$ cat config.mk
export PLATFORM = sky130hd
export DESIGN_NAME = ocq_qualifier
export DESIGN_NICKNAME = d
export VERILOG_FILES = /design/src/ocq_pkg.sv /design/src/ocq_run_counter.sv /design/src/ocq_qualifier.sv
export SDC_FILE = /design/constraint.sdc
export NUM_CORES = 1
export LEC_CHECK = 0
export BUFFER_PORTS_ARGS = -buffer_cell sky130_fd_sc_hd__buf_2
export CAP_MARGIN = 20
export CORE_ASPECT_RATIO = 2
export CORE_MARGIN = 2
export CORE_UTILIZATION = 45
export CTS_BUF_LIST = sky130_fd_sc_hd__clkbuf_2
export CTS_CLUSTER_DIAMETER = 40
export DETAILED_ROUTE_END_ITERATION = 10
export PLACE_DENSITY = 0.62
export SLEW_MARGIN = 10
export SYNTH_ARGS = -nofsm -noshare
export SYNTH_HDL_FRONTEND = slang
export SYNTH_SLANG_ARGS = --single-unit
$ cat constraint.sdc
create_clock -name i_clk -period 3.98 [get_ports i_clk]
set_input_delay 0.398 -clock i_clk [delete_from_list [all_inputs] [get_ports i_clk]]
set_output_delay 0.398 -clock i_clk [all_outputs]
set_load 0.05 [all_outputs]
$ cat src/ocq_pkg.sv
// Constants shared by the overcurrent trip delay qualifier.
`default_nettype none
package ocq_pkg;
    localparam int NUM_CH = 4;
    localparam int CODE_W = 7;
    localparam logic [7:0] CMD_OC_DELAY = 8'h02;
    localparam logic [7:0] CMD_TRIP_DELAY = 8'h03;
    localparam logic [7:0] CMD_THRESH_BASE = 8'h08;
    localparam logic [7:0] CMD_THRESH_LAST = 8'h0B;
    localparam int CLEAR_BIT = 7;
    localparam logic [7:0] TRIP_CFG_RESET = 8'h14;
    localparam logic [7:0] OC_CFG_RESET = 8'h04;
    localparam logic [7:0] THRESH_RESET = 8'hD1;
    localparam logic [7:0] THRESH_DISABLED = 8'hFF;
    localparam logic [7:0] UNMAPPED_READ = 8'h00;
    localparam logic [CODE_W-1:0] COUNT_MAX = 7'h7F;
    localparam logic [CODE_W-1:0] COUNT_ZERO = 7'h00;
endpackage : ocq_pkg
`default_nettype wire

$ cat src/ocq_run_counter.sv
// Consecutive-breach run counter for one channel and one delay setting.
`default_nettype none
module ocq_run_counter (
    input wire logic i_clk,
    input wire logic i_resetn,
    input wire logic i_clear,
    input wire logic i_step,
    input wire logic i_breach,
    input wire logic [ocq_pkg::CODE_W-1:0] i_delay_code,
    output logic o_hit
);
    typedef struct packed {
        logic [ocq_pkg::CODE_W-1:0] run;
    } ocq_run_state_type;

    ocq_run_state_type s_q;
    ocq_run_state_type s_d;

    // The count holds breaches already seen, so code N fires on breach N+1.
    assign o_hit = i_step && i_breach && !i_clear && (s_q.run >= i_delay_code);

    always_comb begin
        s_d = s_q;
        if (i_clear) begin
            s_d.run = ocq_pkg::COUNT_ZERO;
        end else if (i_step) begin
            if (!i_breach) begin
                s_d.run = ocq_pkg::COUNT_ZERO;
            end else if (s_q.run != ocq_pkg::COUNT_MAX) begin
                s_d.run = s_q.run + 7'h01;
            end
        end
    end

    always_ff @(posedge i_clk or negedge i_resetn) begin
        if (!i_resetn) begin
            s_q <= '0;
        end else begin
            s_q <= s_d;
        end
    end
endmodule : ocq_run_counter
`default_nettype wire

$ cat src/ocq_qualifier.sv
// Overcurrent trip delay qualifier with its command-addressed byte registers.
`default_nettype none
module ocq_qualifier (
    input wire logic i_clk,
    input wire logic i_resetn,
    input wire logic i_reg_wr,
    input wire logic i_reg_rd,
    input wire logic [7:0] i_reg_cmd,
    input wire logic [7:0] i_reg_wdata,
    output logic [7:0] o_reg_rdata,
    input wire logic i_sample_valid,
    input wire logic [1:0] i_sample_channel,
    input wire logic [7:0] i_sample_code,
    output logic o_trip_output_pin,
    output logic [ocq_pkg::NUM_CH-1:0] o_channel_trip_flag,
    output logic o_alert_request
);
    typedef struct packed {
        logic [7:0] trip_cfg;
        logic [7:0] oc_cfg;
        logic [ocq_pkg::NUM_CH-1:0][7:0] thresh;
        logic trip_latch;
        logic [ocq_pkg::NUM_CH-1:0] oc_flag;
        logic [7:0] rdata;
    } ocq_state_type;

    ocq_state_type s_q;
    ocq_state_type s_d;

    logic trip_clear;
    logic oc_clear;
    logic [ocq_pkg::NUM_CH-1:0] ch_step;
    logic [ocq_pkg::NUM_CH-1:0] ch_breach;
    logic [ocq_pkg::NUM_CH-1:0] trip_hit;
    logic [ocq_pkg::NUM_CH-1:0] oc_hit;

    assign trip_clear = s_q.trip_cfg[ocq_pkg::CLEAR_BIT];
    assign oc_clear = s_q.oc_cfg[ocq_pkg::CLEAR_BIT];

    // Each sample arrives tagged with its channel, so per-channel runs stay apart.
    assign ch_step[0] = i_sample_valid && (i_sample_channel == 2'h0);
    assign ch_breach[0] = (s_q.thresh[0] != ocq_pkg::THRESH_DISABLED)
        && (i_sample_code > s_q.thresh[0]);

    ocq_run_counter u_trip_run_ch0 (
        .i_clk(i_clk),
        .i_resetn(i_resetn),
        .i_clear(trip_clear),
        .i_step(ch_step[0]),
        .i_breach(ch_breach[0]),
        .i_delay_code(s_q.trip_cfg[ocq_pkg::CODE_W-1:0]),
        .o_hit(trip_hit[0])
    );

    ocq_run_counter u_oc_run_ch0 (
        .i_clk(i_clk),
        .i_resetn(i_resetn),
        .i_clear(oc_clear),
        .i_step(ch_step[0]),
        .i_breach(ch_breach[0]),
        .i_delay_code(s_q.oc_cfg[ocq_pkg::CODE_W-1:0]),
        .o_hit(oc_hit[0])
    );

    assign ch_step[1] = i_sample_valid && (i_sample_channel == 2'h1);
    assign ch_breach[1] = (s_q.thresh[1] != ocq_pkg::THRESH_DISABLED)
        && (i_sample_code > s_q.thresh[1]);

    ocq_run_counter u_trip_run_ch1 (
        .i_clk(i_clk),
        .i_resetn(i_resetn),
        .i_clear(trip_clear),
        .i_step(ch_step[1]),
        .i_breach(ch_breach[1]),
        .i_delay_code(s_q.trip_cfg[ocq_pkg::CODE_W-1:0]),
        .o_hit(trip_hit[1])
    );

    ocq_run_counter u_oc_run_ch1 (
        .i_clk(i_clk),
        .i_resetn(i_resetn),
        .i_clear(oc_clear),
        .i_step(ch_step[1]),
        .i_breach(ch_breach[1]),
        .i_delay_code(s_q.oc_cfg[ocq_pkg::CODE_W-1:0]),
        .o_hit(oc_hit[1])
    );

    assign ch_step[2] = i_sample_valid && (i_sample_channel == 2'h2);
    assign ch_breach[2] = (s_q.thresh[2] != ocq_pkg::THRESH_DISABLED)
        && (i_sample_code > s_q.thresh[2]);

    ocq_run_counter u_trip_run_ch2 (
        .i_clk(i_clk),
        .i_resetn(i_resetn),
        .i_clear(trip_clear),
        .i_step(ch_step[2]),
        .i_breach(ch_breach[2]),
        .i_delay_code(s_q.trip_cfg[ocq_pkg::CODE_W-1:0]),
        .o_hit(trip_hit[2])
    );

    ocq_run_counter u_oc_run_ch2 (
        .i_clk(i_clk),
        .i_resetn(i_resetn),
        .i_clear(oc_clear),
        .i_step(ch_step[2]),
        .i_breach(ch_breach[2]),
        .i_delay_code(s_q.oc_cfg[ocq_pkg::CODE_W-1:0]),
        .o_hit(oc_hit[2])
    );

    assign ch_step[3] = i_sample_valid && (i_sample_channel == 2'h3);
    assign ch_breach[3] = (s_q.thresh[3] != ocq_pkg::THRESH_DISABLED)
        && (i_sample_code > s_q.thresh[3]);

    ocq_run_counter u_trip_run_ch3 (
        .i_clk(i_clk),
        .i_resetn(i_resetn),
        .i_clear(trip_clear),
        .i_step(ch_step[3]),
        .i_breach(ch_breach[3]),
        .i_delay_code(s_q.trip_cfg[ocq_pkg::CODE_W-1:0]),
        .o_hit(trip_hit[3])
    );

    ocq_run_counter u_oc_run_ch3 (
        .i_clk(i_clk),
        .i_resetn(i_resetn),
        .i_clear(oc_clear),
        .i_step(ch_step[3]),
        .i_breach(ch_breach[3]),
        .i_delay_code(s_q.oc_cfg[ocq_pkg::CODE_W-1:0]),
        .o_hit(oc_hit[3])
    );

    always_comb begin
        s_d = s_q;
        if (trip_clear) begin
            s_d.trip_latch = 1'b0;
        end else if (|trip_hit) begin
            s_d.trip_latch = 1'b1;
        end

        if (oc_clear) begin
            s_d.oc_flag = '0;
        end else begin
            s_d.oc_flag = s_q.oc_flag | oc_hit;
        end

        // A register write lands after this sample's decision, so it governs later samples.
        // Setting a clear bit also drops its outputs at the write edge, so none stays high while the bit is one.
        if (i_reg_wr) begin
            if (i_reg_cmd == ocq_pkg::CMD_TRIP_DELAY) begin
                s_d.trip_cfg = i_reg_wdata;
                if (i_reg_wdata[ocq_pkg::CLEAR_BIT]) begin
                    s_d.trip_latch = 1'b0;
                end
            end else if (i_reg_cmd == ocq_pkg::CMD_OC_DELAY) begin
                s_d.oc_cfg = i_reg_wdata;
                if (i_reg_wdata[ocq_pkg::CLEAR_BIT]) begin
                    s_d.oc_flag = '0;
                end
            end else if (i_reg_cmd >= ocq_pkg::CMD_THRESH_BASE && i_reg_cmd <= ocq_pkg::CMD_THRESH_LAST) begin
                s_d.thresh[i_reg_cmd[1:0]] = i_reg_wdata;
            end
        end

        // A read in the same cycle as a write returns the value held before that write.
        if (i_reg_rd) begin
            if (i_reg_cmd == ocq_pkg::CMD_TRIP_DELAY) begin
                s_d.rdata = s_q.trip_cfg;
            end else if (i_reg_cmd == ocq_pkg::CMD_OC_DELAY) begin
                s_d.rdata = s_q.oc_cfg;
            end else if (i_reg_cmd >= ocq_pkg::CMD_THRESH_BASE && i_reg_cmd <= ocq_pkg::CMD_THRESH_LAST) begin
                s_d.rdata = s_q.thresh[i_reg_cmd[1:0]];
            end else begin
                s_d.rdata = ocq_pkg::UNMAPPED_READ;
            end
        end
    end

    always_ff @(posedge i_clk or negedge i_resetn) begin
        if (!i_resetn) begin
            s_q.trip_cfg <= ocq_pkg::TRIP_CFG_RESET;
            s_q.oc_cfg <= ocq_pkg::OC_CFG_RESET;
            s_q.thresh <= {ocq_pkg::NUM_CH{ocq_pkg::THRESH_RESET}};
            s_q.trip_latch <= 1'b0;
            s_q.oc_flag <= '0;
            s_q.rdata <= ocq_pkg::UNMAPPED_READ;
        end else begin
            s_q <= s_d;
        end
    end

    assign o_trip_output_pin = s_q.trip_latch;
    assign o_channel_trip_flag = s_q.oc_flag;
    assign o_alert_request = |s_q.oc_flag;
    assign o_reg_rdata = s_q.rdata;
endmodule : ocq_qualifier
`default_nettype wire

# --- After elaboration in Yosys (flattened, before gate mapping) ---
# Cells that the tools add are included.
totals:
  register_bits: 117
  latchBits: 0
  ram_bits: 0
  romBits: 0
  inputBits: 31
  mem_count: 0
op_classes:
  add_sub_neg: 8
  mul: 0
  n_div: 0
  order_cmp: 16
  n_eq_ne: 25
  shifts: 0
  muxes: 49
  bitwise_logic: 3
  n_reduce_logical: 54
ops:
  columns: ["cell", "count"]
  rows:
  - ["$mux W7", 32]
  - ["$add A7 B1 Y7 const B", 8]
  - ["$ge A7 B7 Y1", 8]
  - ["$ne A7 B7 Y1 const B", 8]
  - ["$mux W8", 5]
  - ["$bwmux W32", 1]
  - ["$gt A8 B8 Y1", 4]
  - ["$ne A8 B8 Y1 const B", 4]
  - ["$logic_and A1 B1 Y1", 30]
  - ["$ne A3 B3 Y1 const B", 8]
  - ["$reduce_and A2 Y1", 9]
  - ["$bmux W8 S2", 1]
  - ["$demux W8 S2", 1]
  - ["$eq A8 B2 Y1 const B", 2]
  - ["$mux W4", 4]
  - ["$reduce_bool A2 Y1", 8]
  - ["$ge A8 B4 Y1 const B", 1]
  - ["$le A8 B4 Y1 const B", 1]
  - ["$reduce_or A4 Y1", 2]
  - ["$mux W5", 1]
  - ["$eq A2 B2 Y1 const B", 2]
  - ["$mux W1", 4]
  - ["$or A4 B4 Y4", 1]
  - ["$reduce_and A4 Y1", 1]
  - ["7 further kinds", 9]

# --- Depth between registers and ports, before layout ---
# Gate-level depths: netlist of the first run.
logic_depth:
  ltp_word: 11
  mapped_depth: 9
  depth_no_buf: 8

# --- Cells and area by module ---
# A second synthesis of the first run with hierarchy kept.
unflattened:
  cells_unflattened: 913
  area_unflattened_um2: 8451.9
by_module_without_submodules:
  columns: ["module", "n_inst", "cells_each", "area_each_um2", "seq_area_each_um2"]
  rows:
  - ["ocq_run_counter", 8, 70, 586.8, 175.2]
  - ["ocq_qualifier", 1, 353, 3757.4, 1550.2]

# --- Worst setup path after synthesis of the first run ---
# OpenSTA, ideal clock, no wires.
synth_path:
  path_type: "register to register"
  startpoint: "reg s_q[27] (netlist name)"
  endpoint: "reg u_trip_run_ch1.s_q[5] (netlist name)"
  t_arrival_ns: 2.175
  slack_ns: 1.727
  stages_incl_launch_ff: 9
  synth_period_minus_slack_ns: 2.253
  path_cell_list: "dfstp_2 inv_1 ha_1 a21o_1 a21oi_1 a211oi_2 nand3_1 or4_1 a21oi_1"
synth_between:
  elab_chain_cells: 5
  word_cells_on_any_way: 8
  cone_classes: "order compare: 1; eq/ne: 2; mux: 3; reduce/logical: 2"
synth_lines:
  columns: ["item", "line_no", "source"]
  rows:
  - ["from (decl)", "ocq_qualifier.sv:27", "ocq_state_type s_q;"]
  - ["$gt A8 B8 Y1 or $ne A8 B8 Y1 (tied branches)", "ocq_qualifier.sv:67, ocq_qualifier.sv:66", null]
  - ["$logic_and A1 B1 Y1 *", "ocq_qualifier.sv:67", "&& (i_sample_code > s_q.thresh[1]);"]
  - ["$mux W7", "ocq_run_counter.sv:27", "if (!i_breach) begin"]
  - ["$mux W7", "ocq_run_counter.sv:26", "end else if (i_step) begin"]
  - ["$mux W7", "ocq_run_counter.sv:24", "if (i_clear) begin"]
  - ["to (signal assigned)", "ocq_run_counter.sv:37", "s_q <= '0;"]
  - ["to (signal assigned)", "ocq_run_counter.sv:39", "s_q <= s_d;"]
  - ["to (decl)", "ocq_run_counter.sv:16", "ocq_run_state_type s_q;"]
# Mark *: on every way between the ends. The rest lies on a longest branch, timed or not. The select of a mux whose other input is x is not followed.
# A chain may end at the register's enable or synchronous reset.

# --- Worst setup path in the final report of the first run ---
layout_path:
  startpoint: "reg s_q[25] (netlist name)"
  endpoint: "reg u_trip_run_ch1.s_q[5] (netlist name)"
# The elaborated chain is that of the path after synthesis.

==> results of run 1 <==
## routing by layer
metal | vias to the layer above | share of wire, %
met4 | 0 | 5.4
met3 | 51 | 2.5
met5 | - | 0
met1 | 3198 | 36
met2 | 165 | 56
li1 | 3139 | -
## final cells by class
| type | instances | area, µm² |
|---|---|---|
| fill | 1668 | 8650 |
| tap | 210 | 262.8 |
| sequential | 117 | 2952 |
| multi-input combinational | 604 | 4478 |
| clock inverter | 13 | 111.4 |
| antenna | 1 | 2.502 |
| timing repair buffer | 62 | 395.4 |
| inverter | 64 | 240.2 |
| clock buffer | 19 | 95.09 |
## worst paths after layout
kind	endpoint	slack (ps)	depth (start not counted)
worst max-delay path	u_trip_run_ch1.s_q[5]	1170	8
worst min-delay path	u_oc_run_ch3.s_q[5]	200	2
worst max register to register	u_trip_run_ch1.s_q[5]	1170	8
worst min register to register	s_q[20]	500	2
max in group asynchronous	s_q[28]	2890	3
min in group i_clk	s_q[27]	200	6
## repair_timing
action | 4_1_cts | 5_1_grt
setup buffers | 0 | 0
hold buffers | 10 | 0
endpoints found under the hold margin | 96 | 0
## critical path: cells and delay by family, from the launching register on
kind / cells / cell delay (ps)
simple gates: 4 / 1140
compound gates: 2 / 640
flops: 1 / 590
fa+ha+maj: 1 / 300
buf+inv: 1 / 70
## placed cells by master, fill, tap and decap left out, types with 11 or more instances in the layout
cell type and count:
nand2b_1 14, o21ai_1 29, dfrtp_1 98, mux2_1 18
nand3_1 27, clkbuf_2 19, dfstp_2 19, inv_1 64
buf_2 43, a31oi_1 12, nand2_1 55, nor2_1 46
a21oi_1 60, a21o_1 19, and3_1 18, o21ai_0 19
nor3_1 13, ha_1 96, nand4_1 26, a211oi_1 11
## cell families (layout without fill, tap and decap cells)
logic type               Yosys count  count (layout)  share of synthesized area (%)
buffers and inverters            100             158                          5.461
other                              0               1                              0
adder cells (fa/ha/maj)           96              96                          15.28
XOR/XNOR                           6               6                         0.6687
AND/OR/NAND/NOR                  255             255                          17.31
AO/OA/AOI/OAI                    211             211                          17.12
multiplexers                      36              36                          6.607
flip-flops                       117             117                          37.56
## through the flow
stage          total power [mW]  cell area [µm²]  hold slack, ps  instances
2_1_floorplan             1.839             7859           102.4        821
3_3_place_gp              2.055             8228           473.7       1047
3_5_place_dp              2.066             8228           480.1       1047
4_1_cts                   2.805             8534           129.3       1089
5_1_grt                   2.960             8537           171.7       1090
6_report                  2.784             8537           197.6       1090
## power breakdown
group / leakage (nW) / internal (mW) / switching [mW] / total [mW]
clock network: 0.115 / 0.224 / 0.505 / 0.729
registers: 1.46 / 1.29 / 0.129 / 1.42
logic: 2.56 / 0.255 / 0.377 / 0.632
==> impl_metrics.ini, run 1 <==
[sta]
rsz0062_at_grt = no
layout_min_cycle_time_ps = 2813
worst_slack_ps = 1167
skew_ps = 48.78
worstMarginPinSlew_ps = 1065
maxSlewViolCount = 0
finalSetupViolations = 0
maxSlewHeadroom_pct = 28.58
clock.fmax_ghz = 0.3556
setup-tns-final_ps = 0
finalHoldViolations = 0
fin_crit_sh_pct = 70.67

[placement]
dp_hpwl_um = 17270
pre_cts_ws_ps = 1191
gp_congestion = 0.9086
place.port_buffers = 44

[clock_tree]
post_cts_resized = 0
cts_root_buffer = clkbuf_2
cts_sinks = 117
cts_buffers = 17
cts_tree = built
clockBufferDepth = 2
clkTransAtPathRegs_ps = 230
clkLatencyLatePin_ps = 750
htreeDepth = 4

[final_layout]
areaGrowthSynthToFinish_pct = 8.629
nNetsFinal = 993
fin_util_pct = 49.67
top_register = s_q
drive_above_1_share_pct = 14.45
largest_reg_flops = 47

[route]
wl_per_cell_um = 20.44
drt_iter0_drc = 315
viasPerCell = 6.012
first_pass_iters = 5
routed_wl_um = 22280
postRouteAntennaNets = 0
vias = 6553
drc = 0

[grt]
grt_max_degree = 70
met3_usage_pct = 3.839
antenna_found_initial = 1
top_usage_layer = met2
grt_pass1_wl_um = 35450
overflow = 0
grt.met2_usage_pct = 47.98
met1_usage_pct = 24.61
grt_pass1_vias = 6631
grt_usage_pct = 24.77

[synth]
synth-edff-count = 0
syn_area_um2 = 7859
yosysTopAreaCell = dfrtp_1
synth_common_cells = dfrtp_1 (98), ha_1 (96), inv_1 (64), a21oi_1 (60), nand2_1 (55)
ys_seq_area_share_pct = 37.56
synth.avg_cell_area_um2 = 9.572
yosys_warnings = 0
synth_most_common_cell = dfrtp_1
syn_inst = 821
synth.distinct_cells = 68
yosys_register_bits = 117
ys.flop_type = dfrtp_1
ys_top_cells_by_area = dfrtp_1 (31%), ha_1 (15%), dfstp_2 (6.4%), a21oi_1 (3.8%), inv_1 (3.1%)
synthDominantCellAreaShare_pct = 31.21
async_flop_share_pct = 100.0
syn_nets = 948

[die]
die_area_um2 = 18600
io_pins = 45
rows = 68
die_h_um = 190.9
fp.coreArea_um2 = 17190
start_util_pct = 45.73
fp.dieW_um = 97.45

[critical_path]
crit_chain = inv_1 > ha_1 > nand3_1 > nor3_1 > a211oi_2 > nand3_1 > or4_1 > a21oi_1
crit_top_cell = nand3_1
startpoint = s_q[25]
rr_startpoint = s_q[25]
endpoint_kind = flip-flop
start_kind = flip-flop
crit_path_max_fanout = 7
crit_path_top_delay_cell = dfstp_2
critical_path_required_ps = 4630
crit_arrival_ps = 3460
worstSetupPathType = flip-flop to flip-flop
max_stage_delay_ps = 590

[job]
drv_cap = 0

[outcome]
status = complete, no violations

[min_path]
hold_class = input port to asynchronous set/reset pin

[pwr]
power_density_nw_per_um2 = 326.1
leakage_nw = 4.136
irDropWorstVdd_v = 0.0001769
No activity file was read; power rests on OpenSTA's default activity.
==> inputs of run 2 (changes only) <==
- clock period: 3.98 -> 2.9 ns (I/O delays scaled with it)
==> run 2 against run 1 <==
Net effect:
- power rose by 44%
- sequential share of layout area fell by 0.54 points
- global-route usage rose by 0.67 points
- sequential cell count did not move
- clock power rose by 60%
- final cell count rose by 0.92%
- largest cell class unchanged
- highest routed layer unchanged
==> impl_metrics.ini, run 2 (synthesis results as in run 1) <==
[outcome]
status = complete, no violations

[critical_path]
crit_chain = inv_1 > ha_1 > nand3_1 > nor3_1 > a211oi_2 > nand3_1 > or4_1 > a21oi_1
crit_top_cell = nand3_1
crit_arrival_ps = 3320
max_stage_delay_ps = 580
worstSetupPathType = flip-flop to flip-flop
crit_path_top_delay_cell = dfstp_2
path_delay_family = simple AND/OR/NAND/NOR gates
cp_num_buf_inv = 1
endpoint_kind = flip-flop
start_kind = flip-flop
critical_path_required_ps = 3540
rrSetupSlack_ps = 230
crit_path_max_fanout = 7

[route]
drt_iter0_drc = 225
first_pass_iters = 6
routed_wl_um = 22620
vias = 6611
drc = 0
wl_per_cell_um = 20.56
postRouteAntennaNets = 0
viasPerCell = 6.010

[final_layout]
top_register = s_q
layout_common_cells = dfrtp_1 (98), ha_1 (96), inv_1 (64)
fin_util_pct = 50.46
final_common_cell = dfrtp_1
largest_reg_flops = 47
nNetsFinal = 1003
drive_above_1_share_pct = 15.52
areaGrowthSynthToFinish_pct = 10.35

[grt]
grt_pass1_wl_um = 36200
grt_usage_pct = 25.44
grt_pass1_vias = 6876
overflow = 0
grt_max_degree = 52
antenna_found_initial = 1

[sta]
clock.fmax_ghz = 0.3740
finalHoldViolations = 0
worstMarginPinSlew_ps = 975.0
skew_ps = 29.88
rsz0062_at_grt = no
finalSetupViolations = 0
fin_crit_sh_pct = 92.20
setup-tns-final_ps = 0
maxSlewViolCount = 0
layout_min_cycle_time_ps = 2674
maxSlewHeadroom_pct = 35.00

[clock_tree]
cts_tree = built
post_cts_resized = 0
cts_buffers = 17
htreeDepth = 4
cts_root_buffer = clkbuf_2
clkTransAtPathRegs_ps = 200
cts_sinks = 117
clkLatencyLatePin_ps = 720
clockBufferDepth = 2

[die]
io_pins = 45
fp.coreArea_um2 = 17190
die_area_um2 = 18600
start_util_pct = 45.73
rows = 68
die_h_um = 190.9
fp.dieW_um = 97.45

[min_path]
hold_class = input port to flip-flop

[placement]
dp_hpwl_um = 17940
gp_congestion = 0.8932
place.port_buffers = 44

[pwr]
power_density_nw_per_um2 = 462.3
irDropWorstVdd_v = 0.0003712
leakage_nw = 4.214

[job]
drv_cap = 0
## run 2: through the flow
step	total power [mW]	area, µm²	hold WS, ps	worst slack, ps	std cells
global placement	2.844	8315	400.1	342.3	1057
global route	4.240	8672	69.97	6.750	1100
finish	4.009	8672	87.42	226.1	1100
detailed placement	2.860	8315	400.8	279.4	1057
floorplan	2.523	7859	-5.591	646.6	821
CTS	4.041	8670	29.57	225.8	1099
## run 2: per-layer routing
metal / vias to the layer above / part of all wire, % / global-route usage (%) / routed length [µm]
li1: 3156 / - / - / -
met1: 3231 / 35 / 24.36 / 7838
met2: 153 / 56 / 49.28 / 12690
met3: 71 / 2.7 / 3.839 / 615
met4: 0 / 6.5 / 16.35 / 1477
met5: - / 0 / 0 / 0
## run 2: worst reg2reg max path, delay by kind of cell (launching register included)
kind | cells | cell delay, ps
buf+inv | 1 | 60
fa+ha+maj | 1 | 290
flops | 1 | 580
simple gates | 4 | 1050
compound gates | 2 | 610
## run 2: power by group
part	switching [mW]	internal, mW
Sequential	0.186	1.78
Clock	0.688	0.481
Combinational	0.515	0.363
## run 2: final timing paths
kind / end / start / depth (start not counted)
worst max-delay path: u_trip_run_ch1.s_q[5] / s_q[25] / 8
worst min-delay path: u_oc_run_ch1.s_q[2] / i_sample_channel[1] / 4
worst max register to register: u_trip_run_ch1.s_q[5] / s_q[25] / 8
worst min register to register: s_q[36] / s_q[36] / 2
max in group asynchronous: s_q[20] / i_resetn / 3
min in group asynchronous: u_trip_run_ch0.s_q[1] / i_resetn / 2
## run 2: area by class of cell
type                    instances  area [µm²]
multi-input cells             604        4478
inverters                      64       240.2
diodes                          1       2.502
well taps                     210       262.8
flip-flops and latches        117        2952
clock inverters                13       158.9
clock buffers                  19       95.09
fillers                      1655        8514
repair buffers                 72       483.0
## run 2: timing repair
item	in CTS	in global routing
hold buffers	10	0
buffers inserted	0	0
endpoints found under the hold margin	103	0
==> inputs of run 3 (changes only) <==
- BUFFER_PORTS_ARGS: -buffer_cell sky130_fd_sc_hd__buf_2 -> -buffer_cell sky130_fd_sc_hd__clkbuf_2
- SKIP_CTS_REPAIR_TIMING: not set -> 1
==> run 3 against run 2 <==
Net effect:
- die area unchanged
- design area is essentially flat
- sequential cell count unchanged
- first-iteration DRC count is 71% higher
- utilization barely moved
- setup slack worse by 25 ps
- sequential power is essentially flat
- final cell count unchanged
- clock power about the same
- register-to-register slack lost 30 ps
- worst hold slack improved by 17 ps
==> impl_metrics.ini, run 3 (synthesis results as in run 1) <==
[outcome]
status = complete, no violations

[die]
io_pins = 45
rows = 68
fp.dieW_um = 97.45
die_h_um = 190.9
fp.coreArea_um2 = 17190
die_area_um2 = 18600
start_util_pct = 45.73

[clock_tree]
cts_sinks = 117
clkLatencyLatePin_ps = 710
cts_tree = built
cts_root_buffer = clkbuf_2
cts_buffers = 17
clkTransAtPathRegs_ps = 210
clockBufferDepth = 2
htreeDepth = 4

[critical_path]
critical_path_required_ps = 3530
worst-path-stages = 8
start_kind = flip-flop
crit_path_top_delay_cell = dfstp_2
path_delay_family = simple AND/OR/NAND/NOR gates
endpoint_kind = flip-flop
startpoint = s_q[27]
cp_num_buf_inv = 1
rr_startpoint = s_q[27]
crit_chain = inv_1 > ha_1 > nand3_1 > nor3_1 > a211oi_2 > nand3_1 > or4_1 > a21oi_1
crit_path_max_fanout = 7
worstSetupPathType = flip-flop to flip-flop
crit_arrival_ps = 3330
crit_top_cell = nand3_1
max_stage_delay_ps = 610
reg2reg_depth = 8

[grt]
grt_max_degree = 60
antenna_found_initial = 1
overflow = 0
grt_pass1_wl_um = 36670
grt_pass1_vias = 6955
grt_usage_pct = 25.72

[min_path]
hold-path-cell-count = 5
worstHoldStart = i_sample_channel[1]
hold_class = input port to flip-flop

[pwr]
leakage_nw = 4.230
irDropWorstVdd_v = 0.0002543
power_density_nw_per_um2 = 466.3

[route]
drt_iter0_drc = 384
wl_per_cell_um = 20.89
postRouteAntennaNets = 0
routed_wl_um = 22980
first_pass_iters = 5
viasPerCell = 6.019
drc = 0
vias = 6621

[final_layout]
top_register = s_q
areaGrowthSynthToFinish_pct = 10.41
nNetsFinal = 1003
largest_reg_flops = 47
drive_above_1_share_pct = 14.85
final_common_cell = dfrtp_1
layout_common_cells = dfrtp_1 (98), ha_1 (96), inv_1 (64)

[sta]
whs_ps = 104.0
finalSetupViolations = 0
clock.fmax_ghz = 0.3705
skew_ps = 33.18
setup-tns-final_ps = 0
maxSlewViolCount = 0
maxSlewHeadroom_pct = 36.30
rsz0062_at_grt = no
layout_min_cycle_time_ps = 2699
finalHoldViolations = 0
fin_crit_sh_pct = 93.08
worstMarginPinSlew_ps = 955.5
worst_slack_ps = 200.6

[placement]
dp_hpwl_um = 18020
pre_cts_ws_ps = 298.8
gp_congestion = 0.8686
place.port_buffers = 44

[job]
drv_cap = 0
run 3: cell count changes in the layout (fill, tap and decap cells not counted), sizes merged:
cell,before,now
bufinv,3,4
clkinvlp,6,1
dlygate4sd3,10,11
buf,62,18
clkbuf,19,61
clkinv,4,9
run 3: worst paths after layout:
check                                             end  slack, ps
min in group asynchronous       u_trip_run_ch3.s_q[2]        110
worst max register to register  u_trip_run_ch1.s_q[5]        200
max in group asynchronous       u_trip_run_ch3.s_q[1]       2230
worst max-delay path            u_trip_run_ch1.s_q[5]        200
worst min-delay path            u_trip_run_ch1.s_q[1]        100
worst min register to register                s_q[20]        530
run 3: power by group:
| group | switching, mW | internal, mW |
|---|---|---|
| clock | 0.652 | 0.550 |
| sequential | 0.184 | 1.78 |
| combinational | 0.520 | 0.364 |
run 3: area by class of cell:
type	count	area (µm²)
clock buffers	18	90.09
diodes	1	2.502
clock inverters	14	166.4
repair buffers	72	485.5
fillers	1656	8509
multi-input cells	604	4478
well taps	210	262.8
flip-flops and latches	117	2952
inverters	64	240.2
run 3: tightest hold or removal path, stage by stage:
cell	delay [ps]
clkbuf_2	120
nor2_1	50
buf_4	170
nand4_1	100
a21oi_1	60
run 3: stage by stage:
step | utilization, % | total power, mW | cell area (µm²) | cells
4_1_cts | 49.83 | 4.059 | 8564 | 1088
2_1_floorplan | - | 2.523 | 7859 | 821
3_5_place_dp | 48.34 | 2.855 | 8308 | 1056
3_3_place_gp | 48.34 | 2.837 | 8308 | 1056
6_report | 50.49 | 4.046 | 8677 | 1100
5_1_grt | 50.49 | 4.277 | 8677 | 1100
run 3: layer usage:
layer	track usage (%)	vias up	wire length, µm
met5	0	-	0
met4	18.27	0	1640
met3	3.583	84	639
met2	49.44	162	12940
met1	24.39	3225	7758
li1	-	3150	-
